<file path="src/rtl/mmce_defs.svh">
// constants for the move, multiply and call decode block
`ifndef MMCE_DEFS_SVH
`define MMCE_DEFS_SVH
`define MMCE_OPC_CALL_HI 8'hb7
`define MMCE_OPC_BANK_HI 8'hb8
`define MMCE_OPC_LMUL_HI 8'hbc
`define MMCE_OPC_RMUL_HI 8'h34
`define MMCE_OPC_MOVE_TOP 3'h3
`define MMCE_ADDR_ACC 8'h0a
`define MMCE_ADDR_CLATCH 8'h03
`define MMCE_ADDR_BANK 8'h0f
`define MMCE_ADDR_PRODUCT_LOW_BYTE 8'h18
`define MMCE_ADDR_PRODUCT_HIGH_BYTE 8'h19
`define MMCE_Q_LAST 2'h3
`endif

</file>
<file path="src/rtl/mmce_pkg.sv">
// types for the move, multiply and call decode block
package mmce_pkg;
    typedef enum logic [2:0] {
        MMCE_OP_NONE,
        MMCE_OP_CALL,
        MMCE_OP_MOVE,
        MMCE_OP_BANK,
        MMCE_OP_LMUL,
        MMCE_OP_RMUL
    } mmce_op_t;
endpackage : mmce_pkg

</file>
<file path="src/rtl/mmce_if.sv">
// decoded fields passed from decoder to executor
`timescale 1ns/10ps
interface mmce_dec_if;
    mmce_pkg::mmce_op_t op;
    logic [7:0] lit;
    logic [7:0] faddr;
    logic [4:0] paddr;
    logic flag_inhibit;
    modport dec (output op, lit, faddr, paddr, flag_inhibit);
    modport exe (input op, lit, faddr, paddr, flag_inhibit);
endinterface : mmce_dec_if

</file>
<file path="src/rtl/mmce_decode.sv">
// instruction word decoder
`timescale 1ns/10ps
`include "mmce_defs.svh"
module mmce_decode (
    input wire logic [15:0] instr,
    mmce_dec_if.dec d
);
    function automatic mmce_pkg::mmce_op_t classify(input logic [15:0] w);
        if (w[15:13] == `MMCE_OPC_MOVE_TOP)
            return mmce_pkg::MMCE_OP_MOVE; // [RULE5]
        case (w[15:8])
            `MMCE_OPC_CALL_HI: return mmce_pkg::MMCE_OP_CALL;
            `MMCE_OPC_BANK_HI: return mmce_pkg::MMCE_OP_BANK; // [RULE9]
            `MMCE_OPC_LMUL_HI: return mmce_pkg::MMCE_OP_LMUL; // [RULE11]
            `MMCE_OPC_RMUL_HI: return mmce_pkg::MMCE_OP_RMUL; // [RULE13]
            default: return mmce_pkg::MMCE_OP_NONE;
        endcase
    endfunction : classify

    always_comb
    begin
        d.op = classify(instr);
        d.lit = instr[7:0]; // [RULE11]
        d.faddr = instr[7:0]; // [RULE5] [RULE13]
        d.paddr = instr[12:8]; // [RULE5]
        // multiplies never touch flags, zero product included
        d.flag_inhibit = (d.op == mmce_pkg::MMCE_OP_LMUL) ||
                         (d.op == mmce_pkg::MMCE_OP_RMUL); // [RULE15]
    end
endmodule : mmce_decode

</file>
<file path="src/rtl/mmce_exec.sv">
// execute logic for long call, file move, bank load and multiplies
// Notes on behaviour
// RULE1 - a long call loads the counter high byte from the holding latch and the low byte from the literal.
// RULE2 - a long call takes two cycles, the second being a forced no-operation flushing the fetched word.
// RULE3 - a long call first pushes the counter plus one onto the stack.
// RULE4 - the file move copies file address f (0..255) into destination p (0..31).
// RULE5 - the file move is opcode top bits 011, p in the next five bits, f in the low byte.
// RULE6 - either operand of the file move may be the working accumulator.
// RULE7 - the file move reads f in Q2 and writes p in Q4 of one cycle and leaves flags alone (file_we to p pulses in the next cycle's Q1).
// RULE8 - the bank load writes a 4-bit literal into bank select bits 3:0, keeping the upper nibble.
// RULE9 - the bank load is upper byte 1011 1000 with bits 7:4 ignored and one cycle long.
// RULE10 - the literal multiply writes literal times accumulator as 16 bits, high byte in product high.
// RULE11 - the literal multiply is upper byte 1011 1100 with the literal in the low byte.
// RULE12 - the register multiply writes accumulator times file f to the product pair, operands kept.
// RULE13 - the register multiply is upper byte 0011 0100 with f in the low byte.
// RULE14 - both multiplies write the product pair in Q4 so the next instruction sees it.
// RULE15 - multiplies raise no carry, overflow or zero indication.
`timescale 1ns/10ps
`include "mmce_defs.svh"
module mmce_exec (
    input wire logic clk,
    input wire logic rst,
    input wire logic q_en,
    input wire logic [15:0] instr,
    input wire logic instr_valid,
    input wire logic [15:0] pc,
    input wire logic [7:0] file_rdata,
    output logic [7:0] file_raddr,
    output logic [7:0] file_waddr,
    output logic [7:0] file_wdata,
    output logic file_we,
    output logic [15:0] stack_push_data,
    output logic stack_push,
    output logic [15:0] pc_load_value,
    output logic pc_load,
    output logic flush,
    output logic flag_inhibit,
    output logic [7:0] working_accumulator,
    output logic [7:0] bank_select_reg,
    output logic [7:0] counter_high_holding_latch,
    output logic [7:0] product_high_byte,
    output logic [7:0] product_low_byte,
    output logic busy
);
    // ****************************************
    // decode
    // ****************************************
    mmce_dec_if d ();
    mmce_decode u_dec (
        .instr(instr),
        .d(d)
    );

    logic [1:0] q_q;
    logic nop_q;
    mmce_pkg::mmce_op_t op_q;
    logic [15:0] word_q;
    logic [7:0] src_q;

    // ****************************************
    // q phase sequencing
    // ****************************************
    always_ff @(posedge clk or posedge rst)
    begin
        if (rst)
            q_q <= 2'h0;
        else if (q_en)
            q_q <= q_q + 2'h1;
    end

    wire q1 = q_en && (q_q == 2'h0);
    wire q2 = q_en && (q_q == 2'h1);
    wire q4 = q_en && (q_q == `MMCE_Q_LAST);

    // latch the word in Q1; a forced nop cycle ignores the fetched word
    always_ff @(posedge clk or posedge rst)
    begin
        if (rst)
        begin
            op_q <= mmce_pkg::MMCE_OP_NONE;
            word_q <= 16'h0000;
            nop_q <= 1'b0;
        end
        else if (q1)
        begin
            if (nop_q || !instr_valid)
                op_q <= mmce_pkg::MMCE_OP_NONE; // [RULE2]
            else
                op_q <= d.op;
            word_q <= instr;
            nop_q <= instr_valid && !nop_q && (d.op == mmce_pkg::MMCE_OP_CALL); // [RULE2]
        end
    end

    assign busy = nop_q;
    assign flush = nop_q; // [RULE2]

    // ****************************************
    // operand read, Q2
    // ****************************************
    function automatic logic [7:0] rd(input logic [7:0] a, input logic [7:0] acc,
                                      input logic [7:0] mem);
        return (a == `MMCE_ADDR_ACC) ? acc : mem; // [RULE6]
    endfunction : rd

    assign file_raddr = word_q[7:0];

    always_ff @(posedge clk or posedge rst)
    begin
        if (rst)
            src_q <= 8'h00;
        else if (q2)
            src_q <= rd(word_q[7:0], working_accumulator, file_rdata); // [RULE7]
    end

    // ****************************************
    // write back, Q4
    // ****************************************
    // operands widened first so the product keeps all 16 bits
    wire [15:0] lprod = {8'h00, word_q[7:0]} * {8'h00, working_accumulator}; // [RULE10]
    wire [15:0] rprod = {8'h00, src_q} * {8'h00, working_accumulator}; // [RULE12]

    always_ff @(posedge clk or posedge rst)
    begin
        if (rst)
        begin
            product_high_byte <= 8'h00;
            product_low_byte <= 8'h00;
        end
        else if (q4 && op_q == mmce_pkg::MMCE_OP_LMUL)
            {product_high_byte, product_low_byte} <= lprod; // [RULE10] [RULE14]
        else if (q4 && op_q == mmce_pkg::MMCE_OP_RMUL)
            {product_high_byte, product_low_byte} <= rprod; // [RULE12] [RULE14]
        else if (file_we && file_waddr == `MMCE_ADDR_PRODUCT_LOW_BYTE)
            product_low_byte <= file_wdata;
        else if (file_we && file_waddr == `MMCE_ADDR_PRODUCT_HIGH_BYTE)
            product_high_byte <= file_wdata;
    end

    wire move_wr = q4 && (op_q == mmce_pkg::MMCE_OP_MOVE);

    // move write to p, 0..31 only; flags untouched
    always_ff @(posedge clk or posedge rst)
    begin
        if (rst)
        begin
            file_we <= 1'b0;
            file_waddr <= 8'h00;
            file_wdata <= 8'h00;
        end
        else
        begin
            file_we <= move_wr; // [RULE7]
            if (move_wr)
            begin
                file_waddr <= {3'h0, word_q[12:8]}; // [RULE4]
                file_wdata <= src_q; // [RULE4]
            end
        end
    end

    // accumulator, latch and bank as move targets; bank load only touches 3:0
    always_ff @(posedge clk or posedge rst)
    begin
        if (rst)
        begin
            working_accumulator <= 8'h00;
            counter_high_holding_latch <= 8'h00;
            bank_select_reg <= 8'h00;
        end
        else if (move_wr)
        begin
            if ({3'h0, word_q[12:8]} == `MMCE_ADDR_ACC)
                working_accumulator <= src_q; // [RULE6]
            if ({3'h0, word_q[12:8]} == `MMCE_ADDR_CLATCH)
                counter_high_holding_latch <= src_q;
            if ({3'h0, word_q[12:8]} == `MMCE_ADDR_BANK)
                bank_select_reg <= src_q;
        end
        else if (q4 && op_q == mmce_pkg::MMCE_OP_BANK)
            bank_select_reg <= {bank_select_reg[7:4], word_q[3:0]}; // [RULE8] [RULE9]
    end

    // ****************************************
    // long call
    // ****************************************
    always_ff @(posedge clk or posedge rst)
    begin
        if (rst)
        begin
            stack_push <= 1'b0;
            stack_push_data <= 16'h0000;
            pc_load <= 1'b0;
            pc_load_value <= 16'h0000;
        end
        else
        begin
            // push in Q2, ahead of the Q4 redirect
            stack_push <= q2 && (op_q == mmce_pkg::MMCE_OP_CALL); // [RULE3]
            pc_load <= q4 && (op_q == mmce_pkg::MMCE_OP_CALL); // [RULE1]
            if (q2 && op_q == mmce_pkg::MMCE_OP_CALL)
                stack_push_data <= pc + 16'h0001; // [RULE3]
            if (q4 && op_q == mmce_pkg::MMCE_OP_CALL)
                pc_load_value <= {counter_high_holding_latch, word_q[7:0]}; // [RULE1]
        end
    end

    assign flag_inhibit = (op_q != mmce_pkg::MMCE_OP_NONE); // [RULE7] [RULE15]
endmodule : mmce_exec

</file>
<file path="config.mk">
export PLATFORM = sky130hd
export DESIGN_NAME = mmce_exec
export DESIGN_NICKNAME = d
export VERILOG_FILES = /design/src/rtl/mmce_pkg.sv /design/src/rtl/mmce_if.sv /design/src/rtl/mmce_decode.sv /design/src/rtl/mmce_exec.sv
export VERILOG_INCLUDE_DIRS = /design/src /design/src/rtl
export SDC_FILE = /design/constraint.sdc
export NUM_CORES = 1
export LEC_CHECK = 0
export ABC_CLOCK_PERIOD_IN_PS = 8200
export BUFFER_PORTS_ARGS = -buffer_cell sky130_fd_sc_hd__buf_2
export CAP_MARGIN = 25
export CELL_PAD_IN_SITES_DETAIL_PLACEMENT = 0
export CELL_PAD_IN_SITES_GLOBAL_PLACEMENT = 2
export CORE_ASPECT_RATIO = 0.5
export CORE_UTILIZATION = 40
export DETAILED_ROUTE_END_ITERATION = 8
export HOLD_SLACK_MARGIN = 0.15
export PLACE_DENSITY_LB_ADDON = 0.1
export SYNTH_ARGS = -nofsm -noshare
export SYNTH_HDL_FRONTEND = slang
export SYNTH_SLANG_ARGS = --single-unit
</file>
<file path="constraint.sdc">
create_clock -name clk -period 8.2 [get_ports clk]
set_input_delay 1.23 -clock clk [delete_from_list [all_inputs] [get_ports clk]]
set_output_delay 1.23 -clock clk [all_outputs]
set_load 0.05 [all_outputs]
</file>
==> results by group <==
Logic synthesis
  • Unique masters post-synth: 63
  • Post-synthesis sequential element count: 115
  • Synthesized cell area: 9430 µm²
  • Ys async rst share: 100%
  • Fraction of synthesized cell area taken by the top area cell type: 30.5%
  • Post-synth EDFFs: 0
  • Top post-synthesis cells by area: dfrtp_1, fa_1, ha_1
  • Predominant post-synthesis flop cell: dfrtp_1
  • Gate count after technology mapping: 939
  • Synthesized area divided by synthesized cell count: 10.0 µm²
  • Post-synth top area cell: dfrtp_1
  • Sequential-to-total area share from yosys stat: 30.5%
  • Count of yosys warnings during synthesis: 0

Clock network
  • CTS tree: done
  • Count of buffers added by post-CTS timing repair for setup: 0
  • Max H-tree Level: 4
  • Worst skew pair latency: 0.43 ns
  • Count of cells resized by post-cts repair: 0
  • Cts hold-fix bufs: 0
  • Clock-pin slew reported for the worst setup and hold paths after clock tree synthesis: 0.07 ns
  • Sinks on Clock Net: 115
  • CTS root buffer: clkbuf_16
  • Total clock buffers created by CTS: 17
  • Maximum count of clock buffers along a single path: 2

GRT
  • Met2 routing resource usage after global routing: 33.7%
  • First-pass GRT wire length: 43.2 mm
  • Layer with the highest usage: met1
  • Largest net degree at the start of global routing: 61
  • GRT overflow: 0
  • Initial antenna violation count: 2
  • Number of global-route vias before repair: 7421
  • Global-route total usage across every layer: 23.5%
  • Routing usage on met3: 4.88%
  • Met1 track demand over resource: 36.0%

Final layout
  • Area added between synthesis and finish: 16.0%
  • Filler cells: 2207
  • Most frequent cells in the layout: buf_2, dfrtp_1, and2_1, inv_1, ha_1
  • Area used by multi-input combinational logic: 5900 µm²
  • Register area: 2880 µm²
  • Most common cell after layout, fill and taps aside: buf_2
  • NumNets Final: 1245
  • Layout cells sized above 1: 22.0%
  • Leading registers by flop count: pc_load_value x16, stack_push_data x16, word_q x13
  • Count of placed standard cells in the final layout, fillers left out: 1376

Power
  • Internal Power: 1.39 mW
  • Maximum vdd ir drop: 0.157 mV
  • Proportion of total power due to net switching: 42.8%
  • NetSw: 1.04 mW
  • Power share of the combinational group: 29.5%
  • Standby leakage power: 5.97 nW
  • Proportion of power drawn by flip-flops and latches: 39.0%
  • Power density cells: 223 nW/µm²
  • Clk pwr share: 31.5%

Drt
  • Post-detailed-route wirelength per cell: 19.4 µm
  • Final Routed Wirelength: 26.8 mm
  • DRC violation count after routing: 0
  • Length of the first detailed-routing pass in iterations: 6
  • Via density: 5.11
  • Number of vias in the routed layout: 7035
  • DR iter-0 viols: 376
  • Remaining antenna violation count after routing: 0

Timing
  • Final setup vio count: 0
  • Fin Setup TNS: 0 ns
  • Achievable frequency: 208 MHz
  • Setup repair after global routing missed its margin: no
  • Final setup skew: 0.0296 ns
  • Final worst hold slack: 0.480 ns
  • Final period util: 58.7%
  • Final hold vios: 0
  • Final Max Tran Viols: 0
  • Minimum clock period after layout: 4.81 ns
  • Actual transition at the worst max-transition pin: 0.822 ns
  • Setup slack of the critical path after layout: 3.39 ns
  • Remaining max-slew budget at the tightest pin: 45.2%

Job
  • Count of max-cap constraint violations: 0

Setup path
  • Worst setup slack for register-to-register paths: 3.39 ns
  • Startpoint types: flop
  • Number of buffers and inverters on the critical path: 3
  • Worst path most repeated cell: fa_1
  • Ordered cell list for the critical path: nand2_1 -> fa_1 -> fa_1 -> inv_1 -> fa_1 -> inv_1 -> fa_1 -> inv_1 -> ha_1 -> and3_1 -> a221o_1 -> o41ai_1 -> xor2_1 -> nand2_1 -> o211ai_1 -> o21ai_1
  • WP data arrival: 5.13 ns
  • Setup crit end kind: flop
  • Maximum fanout along the worst path: 13
  • Crit path kind: reg2reg
  • Data required, critical path: 8.52 ns
  • CP max stage delay: 0.71 ns
  • Crit-path leading delay family: adder cells
  • Worst path slowest cell: dfrtp_1

Placed design
  • Place WS: 3.40 ns
  • Placed Instances: 1340
  • HPWL after detailed placement: 20.5 mm
  • Weighted congestion reported at the end of routability-driven placement: 0.858
  • Number of I/O port buffers: 142

Die
  • Area of the core: 23000 µm²
  • Initial standard-cell utilization of the core: 41.0%
  • Die outline area: 24200 µm²
  • Vertical extent of the die: 111 µm
  • Die Span X: 219 µm
  • Boundary pin count: 146
  • Std-Cell Rows: 39

Run status
  • Result of the run: complete, no violations

Min path
  • Kind of path behind the tightest hold check: reg2reg
-- synthesized netlist by cell type (3+ instances only) --
cell type / n
mux2_2: 46
o21ai_1: 5
nand2b_1: 6
nor3_1: 7
a21oi_1: 43
nor2b_1: 7
fa_1: 72
ha_1: 76
nand4_1: 4
o21ai_0: 18
buf_2: 7
xor2_1: 22
mux2_1: 26
clkbuf_1: 36
and3_1: 9
nand2_1: 52
and2_1: 108
a211oi_1: 6
inv_1: 106
o21a_1: 3
nor4_1: 3
mux2i_1: 18
nand3_1: 12
dfrtp_1: 115
a41oi_1: 3
a21o_1: 8
xnor2_1: 14
buf_4: 12
nor2_1: 50
-- metal layers --
| metal | vias to the layer above | wire length (µm) |
|---|---|---|
| met5 | - | 10 |
| met4 | 2 | 286 |
| met3 | 20 | 1180 |
| met2 | 135 | 11300 |
| met1 | 3578 | 14000 |
| li1 | 3300 | - |
-- power groups by stage --
stage                     Sequential [mW]  Clock [mW]  Combinational [mW]
after CTS                           0.945       0.780               0.726
final                               0.950       0.768               0.720
after global routing                0.968       0.808               0.785
after detailed placement            0.953           0               0.723
after floorplan                     0.923           0               0.489
after global placement              0.949           0               0.720
-- cell type report --
type | instances | area share (%)
Multi-Input combinational cell | 664 | 54.0
Sequential cell | 115 | 26.3
Timing Repair Buffer | 149 | 6.98
Clock buffer | 20 | 4.09
Inverter | 106 | 3.66
Tap cell | 307 | 3.51
Clock inverter | 12 | 1.41
Antenna cell | 3 | 0.0687
-- worst reg2reg max path, delay by kind of cell, from the launching register on --
family | cells | cell delay (ns)
adders and majority gates | 5 | 2.39
AOI/OAI and AO/OA | 4 | 0.85
DFF | 1 | 0.71
and+or+nand+nor | 3 | 0.44
xor gates and xnor gates | 1 | 0.19
buffers and inverters | 3 | 0.14
-- metrics by stage --
step                total power [mW]  util (%)  instance area [µm²]
detailed placement              1.68      44.9                10300
finish                          2.44      47.6                10900
CTS                             2.45      47.5                10900
floorplan                       1.41         -                 9440
global route                    2.56      47.5                10900
global placement                1.67      44.9                10300
-- path summary, 6_finish.rpt --
check / from / to / cells past startpoint
max reg2reg: src_q[5] / product_high_byte[2] / 16
min: pc_load_value[1] / pc_load_value[1] / 1
min reg2reg: pc_load_value[1] / pc_load_value[1] / 1
max: src_q[5] / product_high_byte[2] / 16
max in group asynchronous: rst / product_high_byte[3] / 3
min in group asynchronous: rst / stack_push_data[12] / 2
-- logic make-up (layout without fill, tap and decap cells) --
group | after synthesis | after routing | share of synthesized area [%]
buffers and inverters | 162 | 287 | 7.02
adders and majority gates | 148 | 148 | 25.4
muxes | 90 | 90 | 10.5
DFF | 115 | 115 | 30.5
other | 1 | 6 | 0.0398
xor gates and xnor gates | 36 | 36 | 3.34
and+or+nand+nor | 275 | 275 | 15.7
AOI/OAI and AO/OA | 112 | 112 | 7.47
Power figures use the tool's default switching activity.
